==> config.mk <==
export PLATFORM = sky130hd
export DESIGN_NAME = multi_sar_adc_control
export DESIGN_NICKNAME = d
export VERILOG_FILES = /design/src/design/sar_ctrl_pkg.sv /design/src/design/sar_result_format.sv /design/src/design/multi_sar_adc_control.sv
export SDC_FILE = /design/constraint.sdc
export NUM_CORES = 2
export LEC_CHECK = 0
export BUFFER_PORTS_ARGS = -buffer_cell sky130_fd_sc_hd__buf_2
export CORE_AREA = 4 4 358 360
export DETAILED_ROUTE_END_ITERATION = 8
export DIE_AREA = 0 0 362 364
export GPL_ROUTABILITY_DRIVEN = 0
export PLACE_DENSITY = 0.49
export SLEW_MARGIN = 20
export SYNTH_ARGS = -nofsm -noshare
export SYNTH_HDL_FRONTEND = slang
export SYNTH_SLANG_ARGS = --single-unit
export TNS_END_PERCENT = 5
==> constraint.sdc <==
create_clock -name sys_clk -period 5.5 [get_ports sys_clk]
set_input_delay 0.275 -clock sys_clk [delete_from_list [all_inputs] [get_ports sys_clk]]
set_output_delay 0.275 -clock sys_clk [all_outputs]
set_load 0.02 [all_outputs]
==> src/design/sar_ctrl_pkg.sv <==
// Constants and types shared by the converter control design
package sar_ctrl_pkg;
	localparam int NUM_CHANNELS = 24;
	localparam int RESULT_WIDTH = 16;
	localparam int MAX_RESOLUTION = 12;
	localparam int NUM_TRIG_SOURCES = 8;
	localparam int TRIG_SEL_WIDTH = 3;
	localparam int NUM_COMPARATORS = 4;
	localparam int NUM_FILTERS = 4;
	localparam int NUM_CORES = 3;
	localparam int DEDICATED_CH0 = 0;
	localparam int DEDICATED_CH1 = 1;
	localparam int FILTER_LOG2_SAMPLES = 2;
	localparam logic [15:0] RESULT_RESET = 16'h0000;
	localparam logic [3:0] RES_RESET = 4'hC;
	localparam logic [2:0] TRIG_RESET = 3'h0;

	// Trigger source codes
	localparam logic [2:0] TRIG_NONE = 3'h0;
	localparam logic [2:0] TRIG_SOFTWARE = 3'h1;
	localparam logic [2:0] TRIG_PWM = 3'h2;
	localparam logic [2:0] TRIG_MULTI_TIMER = 3'h3;
	localparam logic [2:0] TRIG_SINGLE_TIMER = 3'h4;
	localparam logic [2:0] TRIG_LOGIC_CELL = 3'h5;
	localparam logic [2:0] TRIG_EXT_PIN = 3'h6;

	// Comparator modes
	typedef enum logic [1:0] {
		CMP_ABOVE = 2'h0,
		CMP_BELOW = 2'h1,
		CMP_INSIDE = 2'h2,
		CMP_OUTSIDE = 2'h3
	} cmp_mode_t;

	// Shared core sequencer states
	typedef enum logic [1:0] {
		SH_IDLE = 2'b01,
		SH_BUSY = 2'b10
	} shared_state_t;
endpackage

==> src/design/sar_result_format.sv <==
// Result formatting: resolution alignment and signed/unsigned output
module sar_result_format (
	// Raw conversion
	input wire logic [11:0] rawData,
	input wire logic [3:0] resolution,
	// Channel settings
	input wire logic signedFormat,
	input wire logic differential,
	// Formatted result
	output logic [15:0] formatted
);
	logic [11:0] trimmed;
	logic [15:0] unsignedValue;

	// Drop low bits beyond the selected resolution, max 12 bits
	always_comb begin
		if (resolution >= 4'hC) begin
			trimmed = rawData;
		end else begin
			trimmed = rawData & ~(12'hFFF >> resolution);
		end
		unsignedValue = {4'h0, trimmed};
		// Signed: offset-binary to two's complement, sign extended
		if (signedFormat || differential) begin
			formatted = {{4{~trimmed[11]}}, ~trimmed[11], trimmed[10:0]};
		end else begin
			formatted = unsignedValue;
		end
	end
endmodule

==> src/design/multi_sar_adc_control.sv <==
// Trigger, sequencing, result and post-processing control for a three-core converter
// Functional notes
// [RL1] Three cores: two dedicated to fixed inputs, one shared by all others.
// [RL2] Each core has a software-selected resolution of at most 12 bits.
// [RL3] Up to 24 channels, each with its own 16-bit result register.
// [RL4] Each channel individually selects unsigned or signed result format.
// [RL5] Up to three inputs sampled at once, one per core.
// [RL6] Shared-core requests are converted in order, lowest input number first.
// [RL7] Each input selects its own trigger source.
// [RL8] Sources: PWM, timers, logic cell, external pin, software; source must assert.
// [RL9] Four comparators, each assigned to an input, with modes and own flag.
// [RL10] Four oversampling filters, each assigned to an input, with completion flag.
// [RL11] A conversion uses the channel's format, measurement mode and input number.
// [RL12] A finished result is written to that input's result register.
// [RL13] A finished result also feeds any comparator or filter using that channel.
// [RL14] After each shared conversion, the lowest waiting request starts next.
// [RL15] Comparator flag sets on a matching new result, holds until cleared.
module multi_sar_adc_control #(
	parameter int NUM_CHANNELS = sar_ctrl_pkg::NUM_CHANNELS,
	parameter int NUM_COMPARATORS = sar_ctrl_pkg::NUM_COMPARATORS,
	parameter int NUM_FILTERS = sar_ctrl_pkg::NUM_FILTERS
) (
	// Clock and reset
	input wire logic sys_clk,
	input wire logic reset,
	// Trigger sources (asynchronous)
	input wire logic [7:0] pwmTrigger,
	input wire logic multiOutputCaptureCompareTimerTrigger,
	input wire logic singleOutputCaptureCompareTimerTrigger,
	input wire logic configurableLogicCellTrigger,
	input wire logic externalTriggerPin,
	input wire logic softwareTrigger,
	// Per-channel configuration
	input wire logic [NUM_CHANNELS*3-1:0] trigSelect,
	input wire logic [NUM_CHANNELS*3-1:0] pwmSelect,
	input wire logic [NUM_CHANNELS-1:0] signedFormat,
	input wire logic [NUM_CHANNELS-1:0] differential,
	// Per-core resolution
	input wire logic [11:0] coreResolution,
	// Analog core handshake
	output logic [2:0] coreStart,
	output logic [4:0] sharedChannel,
	input wire logic [2:0] coreDone,
	input wire logic [35:0] coreData,
	// Results
	output logic [NUM_CHANNELS*16-1:0] results,
	output logic [NUM_CHANNELS-1:0] resultReady,
	// Comparators
	input wire logic [NUM_COMPARATORS*5-1:0] cmpChannel,
	input wire logic [NUM_COMPARATORS*2-1:0] cmpMode,
	input wire logic [NUM_COMPARATORS*16-1:0] cmpLow,
	input wire logic [NUM_COMPARATORS*16-1:0] cmpHigh,
	input wire logic [NUM_COMPARATORS-1:0] cmpClear,
	output logic [NUM_COMPARATORS-1:0] cmpFlag,
	// Oversampling filters
	input wire logic [NUM_FILTERS*5-1:0] filterChannel,
	input wire logic [NUM_FILTERS-1:0] filterClear,
	output logic [NUM_FILTERS*16-1:0] filterResult,
	output logic [NUM_FILTERS-1:0] filterFlag
);
	logic [12:0] trigMeta_reg;
	logic [12:0] trigSync_reg;
	logic [12:0] trigPrev_reg;
	logic [12:0] trigRise;
	logic [NUM_CHANNELS-1:0] request;
	logic [NUM_CHANNELS-1:0] pending_reg;
	logic [NUM_CHANNELS-1:0] doneVec;
	logic [4:0] lowestPending;
	logic anyPending;
	sar_ctrl_pkg::shared_state_t sharedState_reg;
	logic [15:0] newResult [NUM_CHANNELS];

	// Two-stage synchronisers on every trigger input
	always_ff @(posedge sys_clk) begin
		if (reset) begin
			trigMeta_reg <= 13'h0000;
			trigSync_reg <= 13'h0000;
			trigPrev_reg <= 13'h0000;
		end else begin
			trigMeta_reg <= {softwareTrigger, externalTriggerPin, configurableLogicCellTrigger,
				singleOutputCaptureCompareTimerTrigger, multiOutputCaptureCompareTimerTrigger,
				pwmTrigger};
			trigSync_reg <= trigMeta_reg;
			trigPrev_reg <= trigSync_reg;
		end
	end
	// Rising edges only, so a held source starts one conversion
	assign trigRise = trigSync_reg & ~trigPrev_reg;

	// Per-channel trigger selection
	genvar ch;
	generate
		for (ch = 0; ch < NUM_CHANNELS; ch++) begin : g_trig
			logic [2:0] sel;
			assign sel = trigSelect[ch*3 +: 3];
			always_comb begin
				case (sel) // RL7
					sar_ctrl_pkg::TRIG_SOFTWARE: request[ch] = trigRise[12]; // RL8
					sar_ctrl_pkg::TRIG_PWM: request[ch] = trigRise[pwmSelect[ch*3 +: 3]];
					sar_ctrl_pkg::TRIG_MULTI_TIMER: request[ch] = trigRise[8];
					sar_ctrl_pkg::TRIG_SINGLE_TIMER: request[ch] = trigRise[9];
					sar_ctrl_pkg::TRIG_LOGIC_CELL: request[ch] = trigRise[10];
					sar_ctrl_pkg::TRIG_EXT_PIN: request[ch] = trigRise[11];
					default: request[ch] = 1'b0;
				endcase
			end
			// Format per channel settings
			sar_result_format u_fmt (
				.rawData(ch == sar_ctrl_pkg::DEDICATED_CH0 ? coreData[11:0] :
					ch == sar_ctrl_pkg::DEDICATED_CH1 ? coreData[23:12] : coreData[35:24]),
				.resolution(ch == sar_ctrl_pkg::DEDICATED_CH0 ? coreResolution[3:0] :
					ch == sar_ctrl_pkg::DEDICATED_CH1 ? coreResolution[7:4] :
					coreResolution[11:8]), // RL2
				.signedFormat(signedFormat[ch]), // RL4
				.differential(differential[ch]), // RL11
				.formatted(newResult[ch])
			);
		end
	endgenerate

	// Lowest-numbered waiting shared input
	always_comb begin
		lowestPending = 5'h00;
		anyPending = 1'b0;
		for (int i = NUM_CHANNELS - 1; i >= 2; i--) begin
			if (pending_reg[i]) begin
				lowestPending = 5'(i); // RL6
				anyPending = 1'b1;
			end
		end
	end

	// Completion per channel: dedicated cores own inputs 0 and 1
	always_comb begin
		doneVec = '0;
		doneVec[sar_ctrl_pkg::DEDICATED_CH0] = coreDone[0]; // RL1
		doneVec[sar_ctrl_pkg::DEDICATED_CH1] = coreDone[1];
		if (coreDone[2] && sharedState_reg == sar_ctrl_pkg::SH_BUSY) begin
			doneVec[sharedChannel] = 1'b1;
		end
	end

	// Pending shared requests; a new trigger wins over the start clearing it
	always_ff @(posedge sys_clk) begin
		if (reset) begin
			pending_reg <= '0;
		end else begin
			pending_reg <= (pending_reg & ~((sharedState_reg == sar_ctrl_pkg::SH_IDLE && anyPending)
				? (NUM_CHANNELS'(1) << lowestPending) : '0)) | (request & ~NUM_CHANNELS'(3));
		end
	end

	// Shared core sequencer and dedicated core starts
	always_ff @(posedge sys_clk) begin
		if (reset) begin
			sharedState_reg <= sar_ctrl_pkg::SH_IDLE;
			sharedChannel <= 5'h00;
			coreStart <= 3'h0;
		end else begin
			coreStart[0] <= request[sar_ctrl_pkg::DEDICATED_CH0]; // RL5
			coreStart[1] <= request[sar_ctrl_pkg::DEDICATED_CH1];
			coreStart[2] <= 1'b0;
			case (sharedState_reg)
				sar_ctrl_pkg::SH_IDLE: begin
					if (anyPending) begin
						sharedChannel <= lowestPending; // RL6
						coreStart[2] <= 1'b1;
						sharedState_reg <= sar_ctrl_pkg::SH_BUSY;
					end
				end
				sar_ctrl_pkg::SH_BUSY: begin
					if (coreDone[2]) begin
						sharedState_reg <= sar_ctrl_pkg::SH_IDLE; // RL14
					end
				end
				default: sharedState_reg <= sar_ctrl_pkg::SH_IDLE;
			endcase
		end
	end

	// Result registers per channel
	always_ff @(posedge sys_clk) begin
		if (reset) begin
			for (int i = 0; i < NUM_CHANNELS; i++) begin
				results[i*16 +: 16] <= sar_ctrl_pkg::RESULT_RESET;
			end
			resultReady <= '0;
		end else begin
			resultReady <= doneVec;
			for (int i = 0; i < NUM_CHANNELS; i++) begin
				if (doneVec[i]) begin
					results[i*16 +: 16] <= newResult[i]; // RL3 RL12
				end
			end
		end
	end

	// Comparators watch their channel's fresh result
	genvar c;
	generate
		for (c = 0; c < NUM_COMPARATORS; c++) begin : g_cmp
			logic [4:0] chSel;
			logic [15:0] value;
			logic hit;
			assign chSel = cmpChannel[c*5 +: 5];
			assign value = newResult[chSel]; // RL13
			always_comb begin
				case (sar_ctrl_pkg::cmp_mode_t'(cmpMode[c*2 +: 2])) // RL9
					sar_ctrl_pkg::CMP_ABOVE: hit = value >= cmpHigh[c*16 +: 16];
					sar_ctrl_pkg::CMP_BELOW: hit = value < cmpLow[c*16 +: 16];
					sar_ctrl_pkg::CMP_INSIDE: hit = value >= cmpLow[c*16 +: 16] &&
						value < cmpHigh[c*16 +: 16];
					sar_ctrl_pkg::CMP_OUTSIDE: hit = value < cmpLow[c*16 +: 16] ||
						value >= cmpHigh[c*16 +: 16];
					default: hit = 1'b0;
				endcase
			end
			// Set wins over a clear in the same cycle
			always_ff @(posedge sys_clk) begin
				if (reset) begin
					cmpFlag[c] <= 1'b0;
				end else if (chSel < NUM_CHANNELS && doneVec[chSel] && hit) begin
					cmpFlag[c] <= 1'b1; // RL15
				end else if (cmpClear[c]) begin
					cmpFlag[c] <= 1'b0;
				end
			end
		end
	endgenerate

	// Oversampling filters: sum 4 samples, result gains one bit
	genvar f;
	generate
		for (f = 0; f < NUM_FILTERS; f++) begin : g_flt
			logic [4:0] chSel;
			logic [17:0] acc_reg;
			logic [1:0] count_reg;
			logic [17:0] sum;
			assign chSel = filterChannel[f*5 +: 5];
			assign sum = acc_reg + {2'h0, newResult[chSel]};
			always_ff @(posedge sys_clk) begin
				if (reset) begin
					acc_reg <= 18'h00000;
					count_reg <= 2'h0;
					filterResult[f*16 +: 16] <= sar_ctrl_pkg::RESULT_RESET;
					filterFlag[f] <= 1'b0;
				end else begin
					if (chSel < NUM_CHANNELS && doneVec[chSel]) begin // RL13
						count_reg <= count_reg + 2'h1;
						if (count_reg == 2'h3) begin
							filterResult[f*16 +: 16] <= sum[16:1]; // RL10
							filterFlag[f] <= 1'b1;
							acc_reg <= 18'h00000;
						end else begin
							acc_reg <= sum;
							if (filterClear[f]) begin
								filterFlag[f] <= 1'b0;
							end
						end
					end else if (filterClear[f]) begin
						filterFlag[f] <= 1'b0;
					end
				end
			end
		end
	endgenerate
endmodule

Word-level counts from Yosys, hierarchy flattened. Index checks and enable logic that the tools add are counted. W data, S select, Z words.

Register bits: 633. Input port bits: 442. Output and inout bits: 488. Logic and storage cells: 603.

Add/sub/neg operators: 8. Magnitude comparators: 69. Equality and inequality tests: 164. Shift-type cells: 4. Mux-type cells: 219. Bitwise operators: 24. Reduce and logical (&&, ||, !) cells: 62.

Operator list (count): $bmux W16 S5 (8); $mux W16 (40); $eq A3 B3 Y1 const B (72); $eq A3 B2 Y1 const B (48); $pmux W1 S6 (24); $ge A16 B16 Y1 (8); $lt A16 B16 Y1 (8); $lt A3 B5 Y1 const B (24); $mux W5 (22); $mux W1 (76); $add A18 B16 Y18 (4); $bmux W1 S3 (24); $eq A3 B1 Y1 const B (24); $mux W18 (4); $lt A5 B6 Y1 const B (9); $ge A6 B6 Y1 const B (8); $mux W24 (2); $not A5 Y6 (8); $bmux W1 S5 (8); $lt A5 B5 Y1 const B (8); $and A12 B12 Y12 (3); $mux W12 (3); $not A12 Y12 (3); $shr A12 B4 Y12 const A (3); 24 further kinds (109).

Depth between registers and ports, before layout.
Depth after elaboration: 27. Depth in mapped cells: 19. Depth with buffers taken out: 16.

Cells and area by module. From an unflattened synthesis, not the netlist that was laid out.

Cells, all modules: 6282. Area total of the unflattened synthesis: 59794.8 sq um.

By module, submodules not included: multi_sar_adc_control (instances 1, cells each 5586, area each 55290.5 sq um, seq. area each 12552.0 sq um); sar_result_format (instances 24, cells each 29, area each 187.7 sq um, seq. area each 0.0 sq um).

Worst setup path before layout. Ideal clock, no wire load.

Path kind: input to register. Start: input coreResolution[10]. End: register cmpFlag[3]. Setup time: 0.122 ns. Arrival time: 5.784 ns. Data required time: 5.378 ns. Slack: -0.407 ns. Stages on the path: 16. Path buffers: 1. Cells stage by stage: clkbuf_1 > o41ai_1 > ha_1 > mux4_2 > nor2b_1 > a211oi_1 > a21oi_1 > o22ai_1 > ha_1 > and4_1 > a221o_1 > a221oi_1 > o21ai_0 > o211a_1 > o31ai_1 > a21oi_1.

Longest elaborated chain between the ends: 14. Elaborated cells between the ends (all ways): 41. Classes of those cells: order compare: 5; shift: 1; mux: 28; bitwise: 3; reduce/logical: 4.

Ends and longest elaborated chain: start: declaration (line multi_sar_adc_control.sv:39) `input wire logic [11:0] coreResolution,`; $shr A12 B4 Y12 (line sar_result_format.sv:20) `trimmed = rawData & ~(12'hFFF >> resolution);`; $not A12 Y12 (line sar_result_format.sv:20); $and A12 B12 Y12 (line sar_result_format.sv:20); $mux W12 (*) (line sar_result_format.sv:17) `if (resolution >= 4'hC) begin`; $not A1 Y1 (line sar_result_format.sv:25) `formatted = {{4{~trimmed[11]}}, ~trimmed[11], trimmed[10:0]};`; $mux W16 (line sar_result_format.sv:24) `if (signedFormat || differential) begin`; $bmux W16 S5 (*) (line multi_sar_adc_control.sv:206) `assign value = newResult[chSel];`; $mux W16 (not written as such) (*) (2 in a row) (line multi_sar_adc_control.sv:206); $lt A16 B16 Y1 (tied with other cells) (line multi_sar_adc_control.sv:210, multi_sar_adc_control.sv:213); $logic_or A1 B1 Y1 or $logic_and A1 B1 Y1 (tied branches) (line multi_sar_adc_control.sv:213, multi_sar_adc_control.sv:211); $pmux W1 S4 (*) (line multi_sar_adc_control.sv:208) `case (sar_ctrl_pkg::cmp_mode_t'(cmpMode[c*2 +: 2]))`; $logic_and A1 B1 Y1 (*) (line multi_sar_adc_control.sv:222) `end else if (chSel < NUM_CHANNELS && doneVec[chSel] && hit) begin`; $mux W1 or $reduce_bool A2 Y1 (tied branches); end signal: indexed assignment (line multi_sar_adc_control.sv:221) `cmpFlag[c] <= 1'b0;`; end signal: indexed assignment (line multi_sar_adc_control.sv:223) `cmpFlag[c] <= 1'b1;`; end signal: indexed assignment (line multi_sar_adc_control.sv:225) `cmpFlag[c] <= 1'b0;`; end: declaration (line multi_sar_adc_control.sv:54) `output logic [NUM_COMPARATORS-1:0] cmpFlag,`.

Every way passes the cells marked *; elsewhere a longest branch is shown, timed or not. The select of a mux whose other input is x is not followed. A chain may end at the register's enable or synchronous reset.

Worst setup path after layout.
Start: input coreResolution[10]. End: register cmpFlag[1].

The elaborated chain is that of the path after synthesis.

==> impl_metrics.sql <==
INSERT INTO impl_metrics (metric_group, metric, value, unit) VALUES
('run_status', 'outcome', 'finished, final reports clean', ''),
('worst_setup_path', 'worst-endpoint-arrival', '4970', 'ps'),
('worst_setup_path', 'r2r.worst_path.cells', '10', ''),
('sta', 'unrepaired_setup_endpoints_after_global_routing', 'no', ''),
('yosys', 'part_of_the_yosys_area_used_for_sequential_elements', '31.1', '%'),
('grt', 'grt_antenna_before_repair', '53', ''),
('yosys', 'yosys.area_share.xor_xnor', '1.82', '%'),
('power_and_ir_drop', 'static_leak', '0.0198', 'uW'),
('worst_setup_path', 'crit_chain', 'buf_2 > o41ai_4 > buf_4 > ha_1 > mux4_2 > mux4_2 > o21ai_0 > buf_4 > ha_1 > nand4_1 > nor3_1 > o221ai_1 > a32oi_1 > nor2_1 > a221oi_1 > a21oi_1 > a22o_1', ''),
('yosys', 'synth.area.mux_share', '11.4', '%'),
('hold_path', 'hp-start', 'trigSelect[63]', ''),
('yosys', 'syn_inst', '4553', ''),
('drt', 'route.antenna.remaining_nets', '0', ''),
('power_and_ir_drop', 'power.ir.vdd_worst', '0.189', 'mV'),
('yosys', 'combinational_family_with_the_most_area_after_synthesis', 'simple AND/OR/NAND/NOR gates', ''),
('drt', 'wl_per_cell', '24.7', 'microns'),
('yosys', 'compound_gate_fraction_of_synth_area', '20.0', '%'),
('power_and_ir_drop', 'switching_share', '31.8', '%'),
('cts', 'clk_transition_reported_paths', '60', 'ps'),
('floorplan', 'floorplan.die_area', '132000', 'sq um'),
('final_layout', 'drive_gt1_share', '25.9', '%'),
('yosys', 'synth.lib_cells_used.distinct', '96', ''),
('yosys', 'ys_ff_latch', '555', ''),
('cts', 'htree_num_levels', '3', ''),
('final_layout', 'layout.filler_cells', '13200', ''),
('sta', 'hold_viol', '0', ''),
('final_layout', 'largest_register_ffs', '312', ''),
('worst_setup_path', 'worstSetupStartpointType', 'input port', ''),
('placed_design', 'numPortBuffers', '929', ''),
('worst_setup_path', 'worst_path_dominant_cell_family', 'compound AO/OA/AOI/OAI gates', ''),
('power_and_ir_drop', 'power_density', '259', 'nW/um^2'),
('yosys', 'synth-edff-count', '0', ''),
('worst_setup_path', 'cp_slowest_stage_delay', '520', 'ps'),
('floorplan', 'die_y', '364', 'microns'),
('cts', 'cts_setup_buffers', '0', ''),
('final_layout', 'area_occupied_by_multi_input_gates', '22300', 'sq um'),
('grt', 'groute.usage.overall', '25.1', '%'),
('sta', 'final-setup-viol-count', '0', ''),
('job', 'timing.max_cap.violations', '0', ''),
('worst_setup_path', 'critical_path_depth_in_cells', '17', ''),
('final_layout', 'area_delta_synth_final', '24.5', '%'),
('cts', 'tritoncts_num_sinks', '555', ''),
('drt', 'postRouteWirelength', '174000', 'microns'),
('worst_setup_path', 'timing.setup.critical_path_class', 'input port to flip-flop', ''),
('worst_setup_path', 'cp-end-kind', 'flip-flop', ''),
('drt', 'avgViaCountPerCell', '5.25', ''),
('floorplan', 'start_util', '28.5', '%'),
('drt', 'drt_iter0_markers', '3047', ''),
('power_and_ir_drop', 'power', '11500', 'uW'),
('worst_setup_path', 'slowest_stage', 'mux4_2', ''),
('grt', 'grt_start_max_net_pins', '188', ''),
('cts', 'cts_buffer_depth', '3', ''),
('floorplan', 'core_area', '125000', 'sq um'),
('sta', 'timing.fmax', '225', 'MHz'),
('cts', 'clk-insertion-delay-late', '650', 'ps'),
('cts', 'cts_inserted_buffers', '73', ''),
('yosys', 'synth-async-reset-ratio', '0', '%'),
('grt', 'global_route.overflow_total', '0', ''),
('cts', 'cts_tree', 'done', ''),
('cts', 'clock-root-buffer', 'clkbuf_16', ''),
('yosys', 'synth_area', '35700', 'sq um'),
('worst_setup_path', 'crit_required', '6020', 'ps'),
('yosys', 'post_synth.cell_area_avg', '7.84', 'sq um'),
('power_and_ir_drop', 'p_int', '7860', 'uW'),
('placed_design', 'dp_hpwl', '134000', 'microns'),
('sta', 'totalNegativeSetupSlack', '0', 'ps'),
('cts', 'cts_hold_repair.buffers', '34', ''),
('final_layout', 'sequential_cell_area', '11100', 'sq um'),
('cts', 'post_cts_resized', '0', ''),
('floorplan', 'num_io_pins', '930', ''),
('sta', 'slew_headroom', '23.2', '%');
[through the flow]
step	cell area (sq um)	hold WS (ps)	utilization (%)	setup WS, ps	instances
2_1_floorplan	35700	403	-	513	4553
3_3_place_gp	41600	418	33.3	384	6848
3_5_place_dp	41600	422	33.3	335	6848
4_1_cts	44400	0.911	35.5	1030	7013
5_1_grt	44400	27.0	35.5	810	7020
6_report	44500	45.5	35.5	1060	7037
[cell usage in the layout, fill, tap and decap left out, drive strengths merged, types with 28 or more instances in the layout]
master       synthesis  final
nand2              397    397
a21o                29     29
a21oi              599    599
or2                 34     34
a211oi              39     39
mux2i               62     62
xor2                29     29
dfxtp              555    555
clkbuf             260     97
nor3                44     44
nand4               28     28
nor2               897    897
inv                171    175
ha                 220    220
buf                130   1035
nand3               77     77
nor2b               75     75
dlygate4sd3          0     34
mux4               146    146
o21ai              201    201
o211ai              47     47
xnor2               45     45
o22ai               95     95
nand2b              44     44
[worst min-delay path, delay by kind of cell]
family,cells,cell delay (ps)
compound gates,3,240
buf+inv,1,100
[synthesized netlist by cell type, drive strengths merged (7+ instances only)]
cell | instances | area share [%]
a31oi | 23 | 0.42
buf | 130 | 2.3
xnor2 | 45 | 1.1
mux4 | 146 | 9.2
nand2b | 44 | 0.77
mux2 | 13 | 0.41
nor3b | 8 | 0.17
or3 | 15 | 0.26
a2111oi | 13 | 0.36
a22oi | 14 | 0.29
o22ai | 95 | 1.7
mux2i | 62 | 1.7
a211o | 10 | 0.25
o21ai | 201 | 2.8
o31ai | 25 | 0.53
nor4 | 15 | 0.32
and2 | 15 | 0.26
or2 | 34 | 0.60
inv | 171 | 1.8
o211ai | 47 | 0.99
a21oi | 599 | 8.4
ha | 220 | 7.7
nand3b | 12 | 0.25
a221oi | 8 | 0.20
nor2b | 75 | 1.3
o21bai | 7 | 0.15
a21o | 29 | 0.61
clkbuf | 260 | 2.7
and3 | 9 | 0.16
nand4 | 28 | 0.49
nand3 | 77 | 1.1
nor3 | 44 | 0.63
dfxtp | 555 | 31
nor2 | 897 | 9.5
nand2 | 397 | 4.2
a211oi | 39 | 0.82
xor2 | 29 | 0.71
o21a | 25 | 0.53
[cell type report]
type / instances / share of cell area [%]
Sequential cell: 555 / 25.0
Tap cell: 1650 / 4.64
Clock buffer: 97 / 4.54
Clock inverter: 34 / 0.878
Timing Repair Buffer: 1069 / 13.2
Antenna cell: 24 / 0.135
Multi-Input combinational cell: 3435 / 50.2
Inverter: 173 / 1.46
[per-layer routing]
| layer | global-route usage, % | part of all wire (%) | wire (microns) | vias up |
|---|---|---|---|---|
| met5 | 0 | 0.14 | 247 | - |
| met4 | 9.41 | 4.1 | 7120 | 38 |
| li1 | - | - | - | 17500 |
| met2 | 42.1 | 47 | 81400 | 1560 |
| met3 | 6.48 | 7.7 | 13400 | 348 |
| met1 | 31.1 | 41 | 71900 | 17500 |
[logic make-up (layout without fill, tap and decap cells)]
| logic type | count (synthesis) | in the layout |
|---|---|---|
| muxes | 221 | 221 |
| DFF | 555 | 555 |
| buffers and inverters | 563 | 1373 |
| adders and majority gates | 224 | 224 |
| AOI/OAI and AO/OA | 1213 | 1213 |
| other | 0 | 24 |
| xor gates and xnor gates | 74 | 74 |
| and+or+nand+nor | 1703 | 1703 |
[power by group through the flow]
| stage | registers (uW) | logic, uW | clock network [uW] |
|---|---|---|---|
| after floorplan | 4260 | 1490 | 0 |
| after global placement | 4290 | 2420 | 0 |
| after detailed placement | 4290 | 2430 | 0 |
| after CTS | 4200 | 2460 | 4990 |
| after global routing | 4210 | 2690 | 5170 |
| final | 4200 | 2480 | 4840 |
[worst paths after layout]
check                                         to  slack, ps
worst min-delay path             pending_reg[21]         50
worst max register to register  filterResult[54]       1170
worst min register to register   trigSync_reg[3]        430
worst max-delay path                  cmpFlag[1]       1060
(Power assumes the default switching activity.)
